**src/rtl/wst_pkg.sv**
```systemverilog
// Package of constants and types for the windowed supervisor timer
package wst_pkg;

  // ********************************************************************
  // Register map
  // ********************************************************************
  localparam logic [7:0] WST_OFS_MODE     = 8'h00;
  localparam logic [7:0] WST_OFS_CONST    = 8'h04;
  localparam logic [7:0] WST_OFS_FEED     = 8'h08;
  localparam logic [7:0] WST_OFS_COUNT    = 8'h0c;
  localparam logic [7:0] WST_OFS_WARN     = 8'h10;
  localparam logic [7:0] WST_OFS_WINDOW   = 8'h14;

  // Mode register fields
  localparam int WST_BIT_ENABLE    = 0;
  localparam int WST_BIT_RESET_EN  = 1;
  localparam int WST_BIT_TO_FLAG   = 2;
  localparam int WST_BIT_WARN_FLAG = 3;
  localparam int WST_BIT_WIN_EN    = 4;
  localparam int WST_BIT_FAULT_INT = 5;
  localparam int WST_BIT_FAULT_FLG = 6;

  // ********************************************************************
  // Values and counts
  // ********************************************************************
  localparam logic [23:0] WST_CONST_MIN   = 24'h0000ff;
  localparam logic [23:0] WST_CONST_RST   = 24'h0000ff;
  localparam logic [23:0] WST_WARN_RST    = 24'h000000;
  localparam logic [23:0] WST_WINDOW_RST  = 24'hffffff;
  localparam logic [7:0]  WST_FEED_FIRST  = 8'haa;
  localparam logic [7:0]  WST_FEED_SECOND = 8'h55;
  localparam int          WST_OSC_KHZ     = 500;
  localparam int          WST_CLK_KHZ     = 20000;
  localparam logic [1:0]  WST_PRESCALE    = 2'h3;

  // ********************************************************************
  // Types
  // ********************************************************************
  typedef struct packed {
    logic [7:0]  addr;
    logic [31:0] wdata;
    logic        wr;
    logic        rd;
  } wst_bus_req_s;

  typedef enum logic [1:0] {
    WST_FEED_IDLE  = 2'b01,
    WST_FEED_ARMED = 2'b10
  } wst_feed_e;

endpackage

```
**src/rtl/wst_top.sv**
```systemverilog
// Windowed supervisor timer with register port and chip reset output
//
// Design decisions made here: strobed register access and the placing of the registers.
`timescale 1ns/100ps
// Contract
// - Chip reset when counter expires unfed
// - Window mode: early feed counts as fault
// - Warning flag at programmable count value
// - Enable sticks until reset or event
// - Bad feed sequence: reset or interrupt
// - Readable flag: last reset by timer
// - 24-bit constant, minimum value 255 (0xff)
// - Dedicated oscillator requested while enabled
module wst_top (
  input  wire logic                  clk,
  input  wire logic                  reset_n,
  input  wire wst_pkg::wst_bus_req_s bus_req,
  output logic [31:0]                bus_rdata,
  input  wire logic                  supervisor_osc_clock,
  output logic                       osc_enable,
  output logic                       chip_reset,
  output logic                       warn_irq
);
  import wst_pkg::*;

  // ********************************************************************
  // Oscillator sampling and prescaler
  // ********************************************************************
  // Oscillator edges are found in the bus clock; 500 kHz is far below clk
  logic       osc_s1;
  logic       osc_s2;
  logic       osc_s3;
  logic [1:0] presc;
  logic [1:0] next_presc;
  logic       tick;

  always_comb begin
    next_presc = presc;
    tick       = 1'b0;
    if (osc_s2 && !osc_s3) begin
      next_presc = presc + 2'h1;
      tick       = (presc == WST_PRESCALE);
    end
  end

  always_ff @(posedge clk or negedge reset_n) begin
    if (!reset_n) begin
      osc_s1 <= 1'b0;
      osc_s2 <= 1'b0;
      osc_s3 <= 1'b0;
      presc  <= 2'h0;
    end else begin
      osc_s1 <= supervisor_osc_clock;
      osc_s2 <= osc_s1;
      osc_s3 <= osc_s2;
      presc  <= next_presc;
    end
  end

  // ********************************************************************
  // Registers, feed sequence and counter
  // ********************************************************************
  logic        enable, reset_en, win_en, fault_int;
  logic        to_flag, warn_flag, fault_flag;
  logic [23:0] reload, warn_val, window, count;
  logic        feed_pend, chip_rst_q;
  wst_feed_e   feed_st;
  logic        next_enable, next_reset_en, next_win_en, next_fault_int;
  logic        next_to_flag, next_warn_flag, next_fault_flag;
  logic [23:0] next_reload, next_warn_val, next_window, next_count;
  logic        next_feed_pend, next_chip_rst;
  wst_feed_e   next_feed_st;
  logic        wr_mode, wr_feed, feed_ok, feed_bad, win_bad, expire, fault, event_hit;
  logic        irq_level;
  logic        next_irq_level;

  // Address decode of a write strobe, shared by every writable register
  function automatic logic wr_hit(input wst_bus_req_s req, input logic [7:0] ofs);
    return req.wr && (req.addr == ofs);
  endfunction

  always_comb begin
    wr_mode  = wr_hit(bus_req, WST_OFS_MODE);
    wr_feed  = wr_hit(bus_req, WST_OFS_FEED);
    feed_ok  = wr_feed && (feed_st == WST_FEED_ARMED)
               && (bus_req.wdata[7:0] == WST_FEED_SECOND);
    feed_bad = wr_feed && !feed_ok
               && !((feed_st == WST_FEED_IDLE) && (bus_req.wdata[7:0] == WST_FEED_FIRST));
    win_bad  = feed_ok && enable && win_en && (count > window);
    fault    = enable && (feed_bad || win_bad);
    expire   = enable && tick && !feed_pend && (count == 24'h000000);
    event_hit = expire || fault;

    next_feed_st = feed_st;
    if (wr_feed) begin
      case (feed_st)
        WST_FEED_IDLE:  next_feed_st = feed_bad ? WST_FEED_IDLE : WST_FEED_ARMED;
        WST_FEED_ARMED: next_feed_st = WST_FEED_IDLE;
        default:        next_feed_st = WST_FEED_IDLE;
      endcase
    end

    next_enable    = enable;
    next_reset_en  = reset_en;
    next_win_en    = win_en;
    next_fault_int = fault_int;
    next_to_flag   = to_flag;
    next_warn_flag = warn_flag;
    next_fault_flag = fault_flag;
    if (wr_mode) begin
      // Enable and reset select can only be set by software
      next_enable    = enable | bus_req.wdata[WST_BIT_ENABLE];
      next_reset_en  = reset_en | bus_req.wdata[WST_BIT_RESET_EN];
      next_win_en    = bus_req.wdata[WST_BIT_WIN_EN];
      next_fault_int = bus_req.wdata[WST_BIT_FAULT_INT];
      if (!bus_req.wdata[WST_BIT_TO_FLAG]) next_to_flag = 1'b0;
      if (bus_req.wdata[WST_BIT_WARN_FLAG]) next_warn_flag = 1'b0;
      if (bus_req.wdata[WST_BIT_FAULT_FLG]) next_fault_flag = 1'b0;
    end
    // Set wins over a clear in the same cycle
    if (enable && tick && !feed_pend && (count == warn_val) && (count != 24'h000000)) begin
      next_warn_flag = 1'b1;
    end
    if (fault) next_fault_flag = 1'b1;
    if (expire || (fault && !fault_int)) begin
      next_to_flag = 1'b1;
    end
    if (event_hit) next_enable = 1'b0;

    next_reload = reload;
    if (wr_hit(bus_req, WST_OFS_CONST)) begin
      next_reload = (bus_req.wdata[23:0] < WST_CONST_MIN) ? WST_CONST_MIN
                    : bus_req.wdata[23:0];
    end
    next_warn_val = warn_val;
    if (wr_hit(bus_req, WST_OFS_WARN)) next_warn_val = bus_req.wdata[23:0];
    next_window = window;
    if (wr_hit(bus_req, WST_OFS_WINDOW)) next_window = bus_req.wdata[23:0];

    // Feeds wait for the next oscillator tick before touching the counter
    next_feed_pend = feed_pend;
    if (tick) next_feed_pend = 1'b0;
    if (feed_ok && !win_bad) next_feed_pend = 1'b1;
    if (event_hit) next_feed_pend = 1'b0;

    next_count = count;
    if (!enable) begin
      next_count = reload;
    end else if (tick) begin
      if (feed_pend) next_count = reload;
      else if (count != 24'h000000) next_count = count - 24'h000001;
    end

    next_chip_rst = reset_en && event_hit && !(fault && !expire && fault_int);
    // Built from next values so the registered pin has no extra cycle of lag
    next_irq_level = next_warn_flag | next_fault_flag | (next_to_flag & ~next_reset_en);
  end

  always_ff @(posedge clk or negedge reset_n) begin
    if (!reset_n) begin
      enable     <= 1'b0;
      reset_en   <= 1'b0;
      win_en     <= 1'b0;
      fault_int  <= 1'b0;
      to_flag    <= 1'b0;
      warn_flag  <= 1'b0;
      fault_flag <= 1'b0;
      reload     <= WST_CONST_RST;
      warn_val   <= WST_WARN_RST;
      window     <= WST_WINDOW_RST;
      count      <= WST_CONST_RST;
      feed_pend  <= 1'b0;
      feed_st    <= WST_FEED_IDLE;
      chip_rst_q <= 1'b0;
      irq_level  <= 1'b0;
    end else begin
      enable     <= next_enable;
      reset_en   <= next_reset_en;
      win_en     <= next_win_en;
      fault_int  <= next_fault_int;
      to_flag    <= next_to_flag;
      warn_flag  <= next_warn_flag;
      fault_flag <= next_fault_flag;
      reload     <= next_reload;
      warn_val   <= next_warn_val;
      window     <= next_window;
      count      <= next_count;
      feed_pend  <= next_feed_pend;
      feed_st    <= next_feed_st;
      chip_rst_q <= next_chip_rst;
      irq_level  <= next_irq_level;
    end
  end

  // ********************************************************************
  // Read port and outputs
  // ********************************************************************
  logic [31:0] next_rdata;

  always_comb begin
    next_rdata = 32'h00000000;
    if (bus_req.rd) begin
      case (bus_req.addr)
        WST_OFS_MODE:   next_rdata = {25'h0000000, fault_flag, fault_int, win_en,
                                      warn_flag, to_flag, reset_en, enable};
        WST_OFS_CONST:  next_rdata = {8'h00, reload};
        WST_OFS_COUNT:  next_rdata = {8'h00, count};
        WST_OFS_WARN:   next_rdata = {8'h00, warn_val};
        WST_OFS_WINDOW: next_rdata = {8'h00, window};
        default:        next_rdata = 32'h00000000;
      endcase
    end
  end

  always_ff @(posedge clk or negedge reset_n) begin
    if (!reset_n) begin
      bus_rdata <= 32'h00000000;
    end else begin
      bus_rdata <= next_rdata;
    end
  end

  assign osc_enable = enable;
  assign chip_reset = chip_rst_q;
  // Interrupt level; without reset select the expiry also shows here
  assign warn_irq   = irq_level;
endmodule

```
**config.mk**
```make
export PLATFORM = sky130hd
export DESIGN_NAME = wst_top
export DESIGN_NICKNAME = d
export VERILOG_FILES = /design/src/rtl/wst_pkg.sv /design/src/rtl/wst_top.sv
export SDC_FILE = /design/constraint.sdc
export NUM_CORES = 1
export LEC_CHECK = 0
export ABC_AREA = 1
export BUFFER_PORTS_ARGS = -buffer_cell sky130_fd_sc_hd__buf_4
export CORE_MARGIN = 1
export CORE_UTILIZATION = 54
export DETAILED_ROUTE_END_ITERATION = 12
export GPL_TIMING_DRIVEN = 1
export PLACE_DENSITY = 0.77
export SLEW_MARGIN = 0
export SYNTH_ARGS = -nofsm -noshare
export SYNTH_HDL_FRONTEND = slang
export SYNTH_SLANG_ARGS = --single-unit
```
**constraint.sdc**
```tcl
create_clock -name clk -period 1.8 [get_ports clk]
set_input_delay 0 -clock clk [delete_from_list [all_inputs] [get_ports clk]]
set_output_delay 0 -clock clk [all_outputs]
set_load 0.1 [all_outputs]
```
* Yosys cells after proc, flatten, opt, wreduce, memory -nomap -nowiden
Index checks and enable logic that the tools add are counted.
Word-level totals: input bits 45, flip-flop bits (word level) 145, logic and storage cells 111, output and inout bits 35
Cells by class: equality and inequality tests 13, bitwise gates (word level) 6, magnitude comparators 2, reductions and logical operators 43, multiplexer cells 25, add/sub/neg operators 2
Operators by type and width (number):
- 24-bit two-way mux | 5
- 24-bit case mux with 5 select lines | 1
- 32-bit two-way mux | 1
- 1-bit logical AND | 26
- 24-bit equality test | 1
- 24-bit > comparator | 1
- 24-bit logical NOT | 1
- 24-bit by 8-bit < comparator with 1-bit output, second input constant | 1
- 24-bit nonzero test | 1
- 24-bit by 1-bit subtractor with 24-bit output, second input constant | 1
- 8-bit by 4-bit equality test with 1-bit output, second input constant | 2
- 8-bit by 5-bit equality test with 1-bit output, second input constant | 2
- 1-bit two-way mux | 16
- 8-bit by 3-bit equality test with 1-bit output, second input constant | 1
- 8-bit by 7-bit equality test with 1-bit output, second input constant | 1
- 8-bit equality test, second input constant | 1
- 1-bit logical NOT | 8
- 8-bit logical NOT | 1
- 2-bit equality test, second input constant | 2
- 2-bit two-way mux | 2
- 1-bit OR | 4
- 1-bit logical OR | 3
- 3-bit by 1-bit inequality test with 1-bit output, second input constant | 1
- 3-bit nonzero test | 1
- other kinds (7) | 7

* Depth between registers and ports, before layout
depth after elaboration 14, mapped depth 17, mapped depth without buffers 17

* Least setup slack after synthesis
OpenSTA, ideal clock, no wires.
path kind register -> register, start point reg enable (netlist: osc_enable), end point reg count[2], setup time 0.085 ns, cell stages (with the launch flop) 8, arrival 2.128 ns, period minus slack after synthesis 2.213 ns, path slack -0.413 ns, required time 1.715 ns, buffers on the path 2, path through dfrtp_1 > inv_1 > nor2_1 > buf_2 > clkbuf_1 > nand2_1 > o221ai_1 > o21ai_1
On the way: word-level cells in the longest chain between the ends 2, elaborated cells on any way between the ends 4, classes of those cells eq/ne: 2; mux: 1; reduce/logical: 1
RTL lines:
- start: declaration | line wst_top.sv:63 | logic enable, reset_en, win_en, fault_int;
- start signal: assignment | line wst_top.sv:177 | enable <= next_enable;
- 3-bit by 1-bit inequality test with 1-bit output (no line) / 2-bit inequality test (equally long branches)
- 2-bit AND reduction (no line)
- end signal: assignment | line wst_top.sv:187 | count <= next_count;
- end: declaration | line wst_top.sv:65 | logic [23:0] reload, warn_val, window, count;
Several ways; a longest one is shown, not always the timed one. A chain may end at the register's enable or synchronous reset.

* Final worst setup path
start point reg window[19], end point reg irq_level (netlist: warn_irq)
On the way: elaborated cells on any way between the ends 11, classes of those cells order compare: 1; mux: 2; bitwise: 3; reduce/logical: 5
RTL lines:
- start: declaration | line wst_top.sv:65
- start signal: assignment | line wst_top.sv:186 | window <= next_window;
- 24-bit > comparator | line wst_top.sv:89 | win_bad = feed_ok && enable && win_en && (count > window);
- 1-bit logical AND | line wst_top.sv:89
- 1-bit logical OR | line wst_top.sv:90 | fault = enable && (feed_bad || win_bad);
- 1-bit logical AND | line wst_top.sv:90
- 1-bit two-way mux | line wst_top.sv:124 | if (fault) next_fault_flag = 1'b1;
- named net next_fault_flag | line wst_top.sv:69 | logic next_to_flag, next_warn_flag, next_fault_flag;
- 1-bit OR (2 in series) | line wst_top.sv:156 | next_irq_level = next_warn_flag | next_fault_flag | (next_to_flag & ~next_reset_en);
- named net next_irq_level | line wst_top.sv:75 | logic next_irq_level;
- end signal: assignment | line wst_top.sv:191 | irq_level <= next_irq_level;
- end: declaration | line wst_top.sv:74 | logic irq_level;
The timed path passes the listed nets, and every way through them passes these cells.

==> run_results.csv <==
group,metric,value,unit
sta,timing_hold_violations_final,0,
synthesis,synth_mux_area_share,0.151,%
sta,drv_slew,0,
clocking,cts_root_buf,"clkbuf_16",
floorplanning,core-area,13300,um2
synthesis,synth_top_flop_cell,"dfrtp_1",
synthesis,ys_types,46,
sta,rsz0062_at_grt,"yes",
worst_setup_path,start_kind,"flop",
place,gp_congestion,0.959,
cells_and_area,mostFrequentLayoutCell,"buf_4",
synthesis,ys_top_cells_by_area,"dfrtp_1 32%, dfstp_2 14%, nand2_1 9.3%, o21ai_0 6.4%, inv_1 6.1%",
worst_setup_path,crit_chain,"inv_1, ha_1, a21oi_1, a21oi_1, nor2_2, nand3_2, nand2_4, nand2_4, nand2_4, nand2_2, nor2_2, nand2_1",
outcome,violations,"setup timing",
clocking,clock_latency,0.44,ns
detailed_routing,viasPerCell,6.20,
worst_setup_path,cpMaxStageDelayCell,"dfstp_2",
detailed_routing,dr.pass1.iters,8,
sta,finalSetupViolCount,31,
global_routing,antenna_found_initial,0,
worst_setup_path,critical_path.most_common_cell,"nand2_4",
detailed_routing,wl_per_cell,21.0,um
floorplanning,pin_count,80,
synthesis,synth_top_family_by_area,"simple AND/OR/NAND/NOR gates",
clocking,cts_tree,"built",
clocking,clkTransAtPathRegs,0.06,ns
cells_and_area,antenna_cells,0,
clocking,cts_sinks,137,
run,max_cap_violations,0,
worst_setup_path,max_stage_delay,0.53,ns
cells_and_area,fin_area,10600,um2
detailed_routing,drt_drc_violations_left,0,
global_routing,grt_max_degree,49,
global_routing,track_usage,36.7,%
floorplanning,rows,42,
worst_setup_path,critPathBufInv,1,
synthesis,synth_xor_area_share,2.00,%
sta,slew_headroom,54.7,%
place,dp_hpwl,15700,um
global_routing,grt_pass1_wl,39700,um
floorplanning,die_x,119,um
clocking,numCtsBuffers,17,
floorplanning,die_area,14200,um2
worst_setup_path,critPathMaxFanout,3,
synthesis,yosys.area_share.adder,4.37,%
power_and_ir_drop,p_leak,0.00482,uW
synthesis,post-synth-top-area-cell,"dfrtp_1",
floorplanning,fp.dieH,119,um
clocking,cts_max_level,4,
sta,worst_slew_pin_slew,0.679,ns
synthesis,synth_compound_area_share,17.3,%
clocking,clk_path_buf_depth,2,
outcome,status,"complete, but fails checks",
synthesis,yosys_warnings,0,
synthesis,synth-simple-area-share,19.9,%
cells_and_area,final_cell_mix,"173 x buf_4, 167 x nand2_1, 113 x inv_1, 94 x dfrtp_1, 83 x o21ai_0",
synthesis,synthCells,911,
cells_and_area,final_util,79.1,%
cells_and_area,fin_nets,1187,
worst_setup_path,cp-end-kind,"flop",
sta,fin_worst_skew,0.00899,ns
detailed_routing,postRouteAntennaNets,0,
floorplanning,start_util,55.7,%
cells_and_area,area_growth,41.9,%
global_routing,grt_remaining_overflow,0,
sta,final.period_utilization,126,%
synthesis,ys_seq_elements,137,
sta,setup_ws,-0.461,ns
cells_and_area,seq_area,3480,um2
worst_setup_path,crit_family,"simple AND/OR/NAND/NOR gates",
detailed_routing,vias,8094,
place,placed_cell_area,8840,um2
cells_and_area,drive_above_1_share,34.6,%
power_and_ir_drop,p_per_area,890,nW/um2
cells_and_area,fillers,817,
synthesis,synth.top_cell.area_share,32.3,%
sta,period_needed,2.26,ns
synthesis,syn_avg_cell_area,8.17,um2
synthesis,async_flop_share,100,%
place,numPortBuffers,63,
synthesis,ys_seq_area_share,46.8,%
synthesis,synth-edff-count,0,
worst_setup_path,critical_path_class,"flop to flop",
power_and_ir_drop,irDropWorstVdd,742,uV
hold_path,hp-class,"primary input to flop",
sta,max_clock_freq,442,MHz
synthesis,synthesis.area,7440,um2
global_routing,grt_pass1_vias,7568,
worst_setup_path,crit_required,2.13,ns
worst_setup_path,arrival,2.59,ns
cells_and_area,multi_input_area,3870,um2
detailed_routing,initialDrtViolationCount,1008,
detailed_routing,wl,27400,um
[cell type report]
class,instances,area share [%]
clock inverters,15,1.67
repair buffers,217,17.7
inverters,130,4.81
flip-flops and latches,137,33.0
clock buffers,17,4.03
well taps,176,2.09
multi-input cells,613,36.7
[synthesized netlist by cell type (3+ instances only)]
cell type,n
o22ai_1,25
a211oi_1,5
dfstp_2,41
nand2_1,184
nor2_2,6
a221oi_1,18
clkbuf_1,15
a31oi_1,12
a21oi_1,32
o211ai_1,3
xnor2_1,5
nor2_1,74
nand3_1,21
xor2_1,12
inv_1,120
buf_4,11
o21ai_1,15
nand2_2,4
o21ai_0,95
nor3_1,12
dfrtp_1,96
buf_2,10
inv_2,9
ha_1,26
nor2_4,3
or2_2,6
nand4_1,26
[where the power goes]
part	total (uW)	switching [uW]	internal [uW]
clock	3620	1450	2180
sequential	3520	190	3330
combinational	2250	1310	942
[metrics by stage]
| step | power, uW | hold WS, ns | setup TNS, ns | setup WS [ns] | instances |
|---|---|---|---|---|---|
| global route | 9710 | 0.0292 | -8.33 | -0.504 | 1305 |
| finish | 9400 | 0.00832 | -7.19 | -0.461 | 1305 |
| detailed placement | 5180 | -0.0375 | -3.50 | -0.331 | 1223 |
| CTS | 9040 | 0.00266 | -4.40 | -0.217 | 1302 |
| global placement | 5120 | -0.0415 | -2.13 | -0.241 | 1223 |
| floorplan | 4460 | -0.296 | 0 | 0.0188 | 918 |
[state kept, by name, summed over array words and instances (netlist names), 2 cells and up]
register	cells
bus_rdata	24
count	24
feed_st	2
presc	2
reload	24
warn_val	24
window	24
[timing repair]
| action | CTS | global route |
|---|---|---|
| hold endpoints to repair | 185 | 0 |
| endpoints found under the setup margin | 29 | 31 |
| buffers inserted | 16 | 8 |
| hold buffers | 27 | 0 |
| cloned | 4 | 0 |
| resized for setup | 77 | 78 |
| pin swaps | 23 | 25 |
[final timing paths]
kind / from / to / slack (ns) / cells past startpoint
min in group asynchronous: reset_n / bus_rdata[22] / 0.06 / 2
worst max-delay path: window[19] / warn_irq / -0.46 / 12
worst max register to register: window[19] / warn_irq / -0.46 / 12
worst min register to register: osc_s1 / osc_s2 / 0.37 / 0
worst min-delay path: bus_req[36] / feed_st[0] / 0.008 / 5
max in group asynchronous: reset_n / window[8] / 1.00 / 3
[worst min-delay path, delay by kind of cell]
| kind | cells | cell delay (ns) |
|---|---|---|
| buf+inv | 3 | 0.19 |
| simple gates | 1 | 0.08 |
| compound gates | 1 | 0.16 |
[metal layers]
layer	GRT usage, %	vias up	routed length (um)
met5	0	-	0
met2	55.9	671	12300
li1	-	3448	-
met4	19.8	0	1730
met3	10.5	198	3400
met1	47.3	3777	9920
[cell families (layout without fill, tap and decap cells)]
kind of cell | after synthesis | after routing
adders and majority gates | 26 | 26
other | 1 | 8
DFF | 137 | 137
AOI/OAI and AO/OA | 219 | 219
buffers and inverters | 168 | 379
xor gates and xnor gates | 17 | 17
and+or+nand+nor | 342 | 342
muxes | 1 | 1
No activity file was read; power rests on OpenSTA's default activity.
